[src/wlsc_pkg.sv]
// Purpose: shared constants for the wired link state control block
// Assumes: core clock of 250 MHz, link clock of 13.56 MHz made locally
// Notes:   every timing figure is kept in its own unit and turned into counts
package wlsc_pkg;

  // clock rates
  localparam int unsigned CORE_KHZ      = 250_000;
  localparam int unsigned CORE_MHZ      = 250;
  localparam int unsigned LINK_KHZ      = 13_560;
  localparam int unsigned LINK_TOL_KHZ  = 7;
  // half-period accumulator: two toggles per link period
  localparam int unsigned NCO_W         = 19;
  localparam logic [NCO_W-1:0] NCO_STEP = NCO_W'(2 * LINK_KHZ);
  localparam logic [NCO_W-1:0] NCO_WRAP = NCO_W'(CORE_KHZ);

  // off detection: both wires low at least 120 us, counted in link cycles
  localparam int unsigned OFF_LOW_US    = 120;
  localparam int unsigned OFF_LINK_CYC  = (OFF_LOW_US * LINK_KHZ + 999) / 1000;
  localparam int unsigned LOWCNT_W      = 11;
  localparam logic [LOWCNT_W-1:0] OFF_LINK_CNT = LOWCNT_W'(OFF_LINK_CYC);

  // activation timing, in core cycles
  localparam int unsigned ACT_TIMEOUT_MS = 50;
  localparam int unsigned ACT_TIMEOUT_CYC = ACT_TIMEOUT_MS * CORE_KHZ;
  localparam int unsigned WAKE_DELAY_US  = 100;
  localparam int unsigned WAKE_DELAY_CYC = WAKE_DELAY_US * CORE_MHZ;
  localparam int unsigned TMR_W          = 24;

  // wake or escape burst: pulses at 2 to 12 MHz, at least 127 of them
  localparam int unsigned BURST_MIN_MHZ  = 2;
  localparam int unsigned BURST_MAX_MHZ  = 12;
  localparam int unsigned BURST_PULSES   = 127;
  localparam int unsigned GAP_W          = 8;
  localparam logic [GAP_W-1:0] GAP_MIN   = GAP_W'(CORE_MHZ / BURST_MAX_MHZ);
  localparam logic [GAP_W-1:0] GAP_MAX   = GAP_W'((CORE_MHZ + BURST_MIN_MHZ - 1) / BURST_MIN_MHZ);
  localparam logic [GAP_W-1:0] GAP_SAT   = 8'hFF;
  localparam logic [7:0]       PULSE_NEED = 8'(BURST_PULSES);
  localparam logic [7:0]       PULSE_SAT  = 8'hFF;

  // data rates: divisors of the link clock
  localparam logic [1:0] RATE_128 = 2'h0;
  localparam logic [1:0] RATE_64  = 2'h1;
  localparam logic [1:0] RATE_32  = 2'h2;
  localparam logic [6:0] DIV_128_LAST = 7'h7F;
  localparam logic [6:0] DIV_64_LAST  = 7'h3F;
  localparam logic [6:0] DIV_32_LAST  = 7'h1F;

  // main link states
  typedef enum logic [2:0] {
    WLSC_OFF,
    WLSC_ACTIVATING,
    WLSC_ON,
    WLSC_DEACTIVATING,
    WLSC_COMMAND
  } wlsc_state_e;

endpackage : wlsc_pkg

[src/wlsc_top.sv]
// Purpose: radio-side link state control of a two-wire wired near field link
// Assumes: i_inbound is an asynchronous pin driven only by the far side
// Notes:   outbound wire carries a locally made 13.56 MHz clock
//          the both-low override stands back while Off
`timescale 1ns/1ns
`default_nettype none

module wlsc_top
  import wlsc_pkg::*;
#(
  parameter int unsigned ACT_TIMEOUT = wlsc_pkg::ACT_TIMEOUT_CYC,
  parameter int unsigned WAKE_DELAY  = wlsc_pkg::WAKE_DELAY_CYC
) (
  // clock and reset
  input  wire logic                  i_core_clk,
  input  wire logic                  i_sys_rst,
  // link wires
  input  wire logic                  i_inbound,
  output logic                       o_outbound,
  // user control
  input  wire logic                  i_wake,
  input  wire logic                  i_shutdown,
  input  wire logic                  i_cmd_done,
  input  wire logic [1:0]            i_rate,
  input  wire logic                  i_tx_mod,
  // status
  output wlsc_pkg::wlsc_state_e      o_state,
  output logic                       o_power_save,
  output logic                       o_inbound_level,
  output logic                       o_bit_tick
);
  import wlsc_pkg::*;

  localparam logic [TMR_W-1:0] ACT_TMO  = TMR_W'(ACT_TIMEOUT);
  localparam logic [TMR_W-1:0] WAKE_DLY = TMR_W'(WAKE_DELAY);

  // last link-clock count of a bit period for the chosen rate
  function automatic logic [6:0] rate_last(input logic [1:0] rate);
    case (rate)
      RATE_64: rate_last = DIV_64_LAST;
      RATE_32: rate_last = DIV_32_LAST;
      default: rate_last = DIV_128_LAST;
    endcase
  endfunction : rate_last

  // input synchroniser and glitch filter
  logic in_s1_q, in_s2_q, in_s3_q;
  logic in_f_q, in_f_d, in_prev_q;
  // link clock generator
  logic [NCO_W-1:0] nco_q, nco_d;
  logic             lclk_q, lclk_d;
  logic             lrise;
  // burst detector
  logic [GAP_W-1:0] gap_q, gap_d;
  logic [7:0]       pulses_q, pulses_d;
  logic             burst_done;
  // low-level timers in link cycles
  logic [LOWCNT_W-1:0] both_low_q, both_low_d;
  logic [LOWCNT_W-1:0] in_low_q, in_low_d;
  // state machine
  wlsc_state_e      state_q, state_d;
  logic [TMR_W-1:0] tmr_q, tmr_d;
  logic             clk_en_q, clk_en_d;
  logic             from_in_q, from_in_d;
  logic             dev_req_q, dev_req_d;
  // bit timing and outputs
  logic [6:0]       bit_cnt_q, bit_cnt_d;
  logic             tick_d;
  logic             out_d;
  logic             ps_d;

  // the first stage only feeds the second; filter compares later stages
  // no reset here: the stages flush within three clocks of any input
  always_ff @(posedge i_core_clk) begin
    in_s1_q <= i_inbound;
    in_s2_q <= in_s1_q;
    in_s3_q <= in_s2_q;
  end

  // a level must hold two samples (8 ns) before it is believed
  always_comb begin
    in_f_d = in_f_q;
    if (in_s2_q == in_s3_q) begin
      in_f_d = in_s3_q;
    end
  end

  // fractional accumulator: toggles average 27.12 MHz, jitter one core cycle
  // the accumulator carries a spare bit so step plus remainder never wraps
  always_comb begin
    nco_d  = nco_q + NCO_STEP;
    lclk_d = lclk_q;
    if (nco_d >= NCO_WRAP) begin
      nco_d  = nco_d - NCO_WRAP;
      lclk_d = ~lclk_q;
    end
  end
  assign lrise = lclk_d & ~lclk_q;

  // burst of pulses at 2-12 MHz followed by a steady high
  always_comb begin
    gap_d      = (gap_q == GAP_SAT) ? gap_q : gap_q + 8'h01;
    pulses_d   = pulses_q;
    burst_done = 1'b0;
    if (in_f_q && !in_prev_q) begin
      gap_d = '0;
      // the first edge of a burst has no spacing to judge
      if (pulses_q == '0 || (gap_q >= GAP_MIN && gap_q <= GAP_MAX)) begin
        pulses_d = (pulses_q == PULSE_SAT) ? pulses_q : pulses_q + 8'h01;
      end else begin
        pulses_d = 8'h01;   // spacing out of range restarts the count
      end
    end else if (gap_q > GAP_MAX && pulses_q != '0) begin
      burst_done = in_f_q && (pulses_q >= PULSE_NEED);
      pulses_d   = '0;
    end
  end

  // low timers advance on link-clock rising edges
  always_comb begin
    both_low_d = both_low_q;
    in_low_d   = in_low_q;
    // a running or starting outbound clock is not a quiet wire; taking the
    // next enable also clears a count left saturated from a long Off
    if (in_f_q || o_outbound || clk_en_d) begin
      both_low_d = '0;
    end else if (lrise && both_low_q != OFF_LINK_CNT) begin
      both_low_d = both_low_q + 11'h001;
    end
    if (in_f_q) begin
      in_low_d = '0;
    end else if (lrise && in_low_q != OFF_LINK_CNT) begin
      in_low_d = in_low_q + 11'h001;
    end
  end

  // main state machine
  always_comb begin
    state_d   = state_q;
    tmr_d     = (tmr_q == '1) ? tmr_q : tmr_q + 24'h000001;
    clk_en_d  = clk_en_q;
    from_in_d = from_in_q;
    dev_req_d = dev_req_q;
    case (state_q)
      WLSC_OFF: begin
        clk_en_d = 1'b0;
        tmr_d    = '0;
        // our own wake starts the clock at once
        if (i_wake) begin
          state_d   = WLSC_ACTIVATING;
          clk_en_d  = 1'b1;
          from_in_d = 1'b0;
        end else if (burst_done) begin
          state_d   = WLSC_ACTIVATING;
          from_in_d = 1'b1;
        end
      end
      WLSC_ACTIVATING: begin
        // a far-side wake gets no clock until the wake delay has run
        if (from_in_q) begin
          if (tmr_q >= WAKE_DLY) begin
            state_d  = WLSC_ON;
            clk_en_d = 1'b1;
          end
        end else if (in_f_q) begin
          state_d = WLSC_ON;
        end else if (tmr_q >= ACT_TMO) begin
          state_d  = WLSC_OFF;
          clk_en_d = 1'b0;
        end
      end
      WLSC_ON: begin
        tmr_d = '0;
        if (i_shutdown) begin
          state_d   = WLSC_DEACTIVATING;
          clk_en_d  = 1'b0;
          dev_req_d = 1'b1;
        end else if (in_low_q == OFF_LINK_CNT) begin
          state_d   = WLSC_DEACTIVATING;
          clk_en_d  = 1'b0;
          dev_req_d = 1'b0;
        end else if (burst_done) begin
          state_d = WLSC_COMMAND;
        end
      end
      WLSC_COMMAND: begin
        // no command set here; the user side ends the escape
        if (i_cmd_done) begin
          state_d = WLSC_ON;
        end
      end
      WLSC_DEACTIVATING: begin
        clk_en_d = 1'b0;
        // a far-side request has no answer edge of ours, so only timers end it
        if ((dev_req_q && !in_f_q) || tmr_q >= ACT_TMO) begin
          state_d = WLSC_OFF;
        end
      end
      default: begin
        state_d  = WLSC_OFF;
        clk_en_d = 1'b0;
      end
    endcase
    // both wires quiet long enough overrides every state but Off itself;
    // in Off the timer sits saturated, and letting it win there would
    // swallow every later wake request
    if (both_low_q == OFF_LINK_CNT && state_q != WLSC_OFF) begin
      state_d  = WLSC_OFF;
      clk_en_d = 1'b0;
    end
  end

  // bit period ticks and outbound drive
  always_comb begin
    bit_cnt_d = bit_cnt_q;
    tick_d    = 1'b0;
    // a rate change in mid-bit applies to the current bit; a count already past the new last ends it at the next link rise
    if (state_q != WLSC_ON) begin
      bit_cnt_d = '0;
    end else if (lrise) begin
      if (bit_cnt_q >= rate_last(i_rate)) begin
        bit_cnt_d = '0;
        tick_d    = 1'b1;
      end else begin
        bit_cnt_d = bit_cnt_q + 7'h01;
      end
    end
    // modulation only in On; idle On sends the bare clock
    out_d = clk_en_q & (lclk_d ^ (i_tx_mod & (state_q == WLSC_ON)));
    ps_d  = (state_d == WLSC_OFF);
  end

  // registers; o_state takes state_d so it always equals state_q
  // every output is a flop, so status lags its cause by one clock
  always_ff @(posedge i_core_clk) begin
    if (i_sys_rst) begin
      in_f_q      <= 1'b0;
      in_prev_q   <= 1'b0;
      nco_q       <= '0;
      lclk_q      <= 1'b0;
      gap_q       <= GAP_SAT;
      pulses_q    <= '0;
      both_low_q  <= '0;
      in_low_q    <= '0;
      state_q     <= WLSC_OFF;
      tmr_q       <= '0;
      clk_en_q    <= 1'b0;
      from_in_q   <= 1'b0;
      dev_req_q   <= 1'b0;
      bit_cnt_q   <= '0;
      // outputs
      o_outbound  <= 1'b0;
      o_state     <= WLSC_OFF;
      o_power_save <= 1'b1;
      o_inbound_level <= 1'b0;
      o_bit_tick  <= 1'b0;
    end else begin
      in_f_q      <= in_f_d;
      in_prev_q   <= in_f_q;
      nco_q       <= nco_d;
      lclk_q      <= lclk_d;
      gap_q       <= gap_d;
      pulses_q    <= pulses_d;
      both_low_q  <= both_low_d;
      in_low_q    <= in_low_d;
      state_q     <= state_d;
      tmr_q       <= tmr_d;
      clk_en_q    <= clk_en_d;
      from_in_q   <= from_in_d;
      dev_req_q   <= dev_req_d;
      bit_cnt_q   <= bit_cnt_d;
      // outputs
      o_outbound  <= out_d;
      o_state     <= state_d;
      o_power_save <= ps_d;
      o_inbound_level <= in_f_q;
      o_bit_tick  <= tick_d;
    end
  end

endmodule : wlsc_top

`default_nettype wire

[config.mk]
export PLATFORM = sky130hd
export DESIGN_NAME = wlsc_top
export DESIGN_NICKNAME = d
export VERILOG_FILES = /design/src/wlsc_pkg.sv /design/src/wlsc_top.sv
export SDC_FILE = /design/constraint.sdc
export NUM_CORES = 1
export LEC_CHECK = 0
export BUFFER_PORTS_ARGS = -buffer_cell sky130_fd_sc_hd__clkbuf_2
export CORE_UTILIZATION = 46
export DETAILED_ROUTE_END_ITERATION = 8
export GPL_TIMING_DRIVEN = 1
export PLACE_DENSITY_LB_ADDON = 0.05
export SYNTH_ARGS = -nofsm -noshare
export SYNTH_HDL_FRONTEND = slang
export SYNTH_SLANG_ARGS = --single-unit
[constraint.sdc]
create_clock -name i_core_clk -period 8.94 [get_ports i_core_clk]
set_input_delay 1.788 -clock i_core_clk [delete_from_list [all_inputs] [get_ports i_core_clk]]
set_output_delay 1.788 -clock i_core_clk [all_outputs]
set_load 0.02 [all_outputs]
# --- Word-level counts from Yosys, hierarchy flattened ---
# Index checks and enable logic that the tools add are counted.
op_classes:
  add_sub_neg: 8
  muxes: 41
  reduce_logical: 30
  bitwise_logic: 6
  n_eq_ne: 17
  n_lt_le_gt_ge: 8
ops:
  columns: ["op", "count"]
  rows:
  - ["8-bit 2-to-1 mux", 6]
  - ["3-bit 2-to-1 mux", 12]
  - ["24-bit by 1-bit adder with 24-bit output, second input constant", 1]
  - ["24-bit equality test, second input constant", 1]
  - ["24-bit by 15-bit >= comparator with 1-bit output, second input constant", 1]
  - ["24-bit >= comparator, second input constant", 1]
  - ["11-bit by 1-bit adder with 11-bit output, second input constant", 2]
  - ["11-bit equality test, second input constant", 2]
  - ["11-bit != test, second input constant", 2]
  - ["7-bit 2-to-1 mux", 3]
  - ["19-bit by 15-bit adder with 19-bit output, second input constant", 1]
  - ["19-bit by 18-bit >= comparator with 1-bit output, second input constant", 1]
  - ["19-bit 2-to-1 mux", 1]
  - ["19-bit by 18-bit subtractor with 19-bit output, second input constant", 1]
  - ["8-bit by 1-bit adder with 8-bit output, second input constant", 2]
  - ["8-bit equality test, second input constant", 2]
  - ["1-bit 2-to-1 mux", 16]
  - ["3-bit case mux with 5 select lines", 1]
  - ["7-bit case mux with 2 select lines", 1]
  - ["8-bit by 5-bit >= comparator with 1-bit output, second input constant", 1]
  - ["8-bit by 7-bit >= comparator with 1-bit output, second input constant", 1]
  - ["8-bit by 7-bit > comparator with 1-bit output, second input constant", 1]
  - ["8-bit by 7-bit <= comparator with 1-bit output, second input constant", 1]
  - ["1-bit logical AND", 8]
  - ["25 further kinds", 41]
totals:
  out_inout_bits: 7
  elab_cells: 130
  reg_bits: 103
  in_bits: 9

# --- Logic depth before layout (Yosys ltp) ---
logic_depth:
  word_depth: 10
  depth_mapped: 17
  mapped_depth_nobuf: 14

# --- Worst setup path before layout ---
# No wires, ideal clock.
synth_timing:
  kind: "register -> register"
  start: "register nco_q[4]"
  end: "register both_low_q[8]"
  setup_time_ns: 0.128
  slack_ns: 5.421
  period_less_slack_ns: 3.519
  stages_incl_launch_ff: 18
  required_ns: 8.812
  path_buffers: 3
  t_arrival_ns: 3.391
  path_cell_list: "dfxtp_1 -> inv_1 -> ha_1 -> nor4b_4 -> o21ai_0 -> xor2_1 -> o31ai_2 -> a31o_4 -> buf_6 -> inv_1 -> ha_1 -> clkbuf_1 -> nor2b_1 -> clkbuf_1 -> nand2_1 -> nor3b_1 -> xnor2_1 -> nor2_1"
synth_via:
  elab_chain_cells: 5
synth_lines:
  columns: ["item", "line_no", "source"]
  rows:
  - ["start, declared", "wlsc_top.sv:50", "logic [NCO_W-1:0] nco_q, nco_d;"]
  - ["start signal, assigned", "wlsc_top.sv:260", "nco_q <= nco_d;"]
  - ["19-bit by 15-bit adder with 19-bit output", "wlsc_top.sv:91", "nco_d = nco_q + NCO_STEP;"]
  - ["19-bit by 18-bit >= comparator with 1-bit output", "wlsc_top.sv:93", "if (nco_d >= NCO_WRAP) begin"]
  - ["1-bit 2-to-1 mux", "wlsc_top.sv:93", null]
  - ["1-bit bitwise AND", "wlsc_top.sv:98", "assign lrise = lclk_d & ~lclk_q;"]
  - ["named net lrise", "wlsc_top.sv:52", "logic lrise;"]
  - ["1-bit logical AND", "wlsc_top.sv:127", "end else if (lrise && both_low_q != OFF_LINK_CNT) begin"]
  - ["end signal, assigned", "wlsc_top.sv:264", "both_low_q <= both_low_d;"]
  - ["end, declared", "wlsc_top.sv:58", "logic [LOWCNT_W-1:0] both_low_q, both_low_d;"]
# The timed path passes the listed nets, and every way through them passes these cells.
# A chain may end at the register's enable or synchronous reset.

# --- Worst setup path after layout ---
layout_timing:
  start: "register nco_q[4]"
  end: "register in_low_q[10]"
layout_via:
  elab_chain_cells: 5
layout_lines:
  columns: ["item", "line_no", "source"]
  rows:
  - ["19-bit by 15-bit adder with 19-bit output", "wlsc_top.sv:91", null]
  - ["19-bit by 18-bit >= comparator with 1-bit output", "wlsc_top.sv:93", null]
  - ["1-bit 2-to-1 mux", "wlsc_top.sv:93", null]
  - ["1-bit bitwise AND", "wlsc_top.sv:98", null]
  - ["named net lrise", "wlsc_top.sv:52", null]
  - ["1-bit logical AND", "wlsc_top.sv:132", "end else if (lrise && in_low_q != OFF_LINK_CNT) begin"]
  - ["end signal, assigned", "wlsc_top.sv:265", "in_low_q <= in_low_d;"]
  - ["end, declared", "wlsc_top.sv:59", "logic [LOWCNT_W-1:0] in_low_q, in_low_d;"]
# The timed path passes the listed nets, and every way through them passes these cells.

==> impl_metrics.yaml <==
die:
  die_h_um: 109
  core_area_mm2: 0.0110
  floorplan.initialDensity: 0.480
  ioPinCount: 16
  die_area_mm2: 0.0119
  row_count: 38
  die_w_um: 109
synthesis:
  yosysTopAreaCellShare: 0.376
  synthXorXnorAreaFrac: 0.121
  synth_edf_count: 0
  syn_area_per_cell_um2: 8.19
  synth-seq-area-share: 0.376
  synth_most_common_cell: "nor2_1"
  syn_inst: 644
  synth_cell_type_count: 59
  synth_top_family_by_area: "simple AND/OR/NAND/NOR gates"
  yosys.area.top_type: "dfxtp_1"
  synth_mux_area_frac: 0.0138
  syn-num-nets: 674
  ys_warn_count: 0
  synth_compound_area_frac: 0.122
  synth_flop_cell: "dfxtp_1"
  synth_area_mm2: 0.00527
  ys_top_cells_by_area: "dfxtp_1 38%, nor2_1 8.0%, xor2_1 6.3%"
  synth_adder_area_share: 0.0517
  yosys.area_share.simple: 0.280
  synth-seq-cells: 99
  async_reset_ff_frac: 0
  ys_top_cells_by_count: "112 x nor2_1, 99 x dfxtp_1, 50 x nand2_1"
sta:
  rsz0062_at_grt: "false"
  skew_ps: 5.65
  setup_violations: 0
  tightest_slew_ps: 735
  maxSlewViolCount: 0
  slew_headroom: 0.509
  final_hold_viol_count: 0
  max_freq_mhz: 248
  fin_crit_sh: 0.452
  tns_ps: 0
  finalCriticalPeriod_ps: 4040
  whs_ps: 363
layout:
  antenna_cells: 0
  area_growth_pct: 9.28
  final_nets: 682
  fillers: 1016
  drive_gt1_frac: 0.0670
drt:
  drt_iter0_markers: 230
  drt_wl_total_um: 10600
  drc: 0
  wl_met1_um: 5120
  ant_nets: 0
  wl_met3_um: 325
  via_count: 4308
  wl_per_cell_um: 13.3
  vias_per_cell: 5.41
  top_layer: "met4"
  wl_met2_um: 4960
  first_pass_iters: 4
clock_tree:
  htreeDepth: 3
  cts_resized: 0
  clk_pin_slew_worst_paths_ps: 70
  cts_setup_buffers: 0
  clockBufferDepth: 2
  clock_latency_ps: 350
  root_buffer: "clkbuf_16"
  cts_inserted_buffers: 9
  cts_tree: "done"
  cts_sinks: 99
  cts_hold_buf: 0
worst_setup_path:
  critPathLaunch: "nco_q[4]$_SDFFE_PP0P_"
  cp-endpoint: "in_low_q[10]$_SDFFE_PP0P_"
  r2r_cells: 13
  slowest_delay_ps: 530
  r2r-end: "in_low_q[10]$_SDFFE_PP0P_"
  rrSetupSlack_ps: 4900
  crit_slowest_cell: "nor4b_4"
  critPathRequiredTime_ps: 9220
  cp-start-kind: "flop"
  crit_chain: "inv_1 > ha_1 > nor4b_4 > o21ai_0 > xor2_1 > o31ai_2 > a31o_4 > inv_1 > ha_1 > nor2b_1 > nand2_1 > or3_1 > a21oi_1"
  crit_arrival_ps: 4320
  path_max_fanout: 16
  crit_type: "flop to flop"
  cp-end-kind: "flop"
  r2r_start: "nco_q[4]$_SDFFE_PP0P_"
placement:
  place_hpwl_um: 7490
  gp_congestion: 0.876
  numPortBuffers: 15
grt:
  antenna_found_initial: 0
  grt_max_degree: 33
  grt-ovfl-total: 0
  grt_pass1_wl_um: 18100
  track_usage: 0.194
  first_global_vias: 3972
pwr:
  ir_drop_v: 0.000218
  p_per_area_mw_per_mm2: 238
  leakage_uw: 0.00205
worst_hold_path:
  hold-path-cell-count: 0
  hold_path.class: "flop to flop"
job:
  maxCapViolations: 0
status:
  outcome: "finished, final reports clean"
metal layers:
metal	GRT usage	vias up
met5	0	-
met4	0.0666	0
met3	0.0502	12
met2	0.320	52
met1	0.243	2000
li1	-	2244
power by group:
part,internal [µW],switching (µW),leakage [µW]
sequential,488,67.1,0.000806
clock,246,169,0.000149
combinational,168,236,0.00110
total,902,472,0.00205
logic make-up (layout without fill, tap and decap cells):
group	Yosys count	count (layout)
AOI/OAI and AO/OA	100	100
xor gates and xnor gates	72	72
adders and majority gates	22	22
buffers and inverters	45	58
DFF	99	99
muxes	7	7
and+or+nand+nor	299	299
worst min-delay path by stage:
stage | from | slack [ps] | to
2_1_floorplan | in_s1_q$_DFF_P_ | 310 | in_s2_q$_DFF_P_
3_3_place_gp | in_s2_q$_DFF_P_ | 360 | in_s3_q$_DFF_P_
3_5_place_dp | in_s1_q$_DFF_P_ | 340 | in_s2_q$_DFF_P_
4_1_cts | in_s1_q$_DFF_P_ | 370 | in_s2_q$_DFF_P_
5_1_grt | in_s1_q$_DFF_P_ | 370 | in_s2_q$_DFF_P_
6_report | in_s1_q$_DFF_P_ | 360 | in_s2_q$_DFF_P_
placed cells by master, fill, tap and decap left out, types with 9 or more instances in the layout:
cell type and count:
o21ai_0 21, inv_1 26, clkbuf_16 9, and3_1 12, nor2_1 112, nand3_1 21
nand4_1 24, or3_1 10, xnor2_1 33, nor3_1 29, nand2_1 50, clkbuf_2 15
a21oi_1 36, dfxtp_1 99, ha_1 21, xor2_1 38
worst max-delay path, delay by kind of cell (launching register included):
family,cells,cell delay [ps]
simple gates,4,1550
compound gates,4,830
fa+ha+maj,2,610
xor+xnor,1,390
flops,1,370
buf+inv,2,210
cell type report:
cell class	count	area, µm²	area share
inverters	26	97.6	0.0169
clock buffers	10	229	0.0397
multi-input cells	500	3110	0.539
flip-flops and latches	99	1980	0.344
repair buffers	16	82.6	0.0143
clock inverters	6	88.8	0.0154
well taps	140	175	0.0304
through the flow:
stage               total power (µW)  area [µm²]   util  worst slack (ps)  instances
floorplan                        890        5270      -              5420        644
global placement                 960        5440  0.496              5070        781
detailed placement               966        5440  0.496              4940        781
CTS                             1390        5760  0.524              4880        797
global route                    1460        5760  0.524              4390        797
finish                          1370        5760  0.524              4900        797
state kept, by name, indices dropped and copies added (netlist names):
signal	count
from_in_q	1
o_power_save	1
clk_en_q	1
nco_q	15
gap_q	8
tmr_q	24
in_f_q	1
o_bit_tick	1
lclk_q	1
in_s1_q	1
o_outbound	1
in_s3_q	1
in_low_q	11
pulses_q	8
in_prev_q	1
state_q	3
bit_cnt_q	7
dev_req_q	1
in_s2_q	1
both_low_q	11
Power figures use the tool's default switching activity.
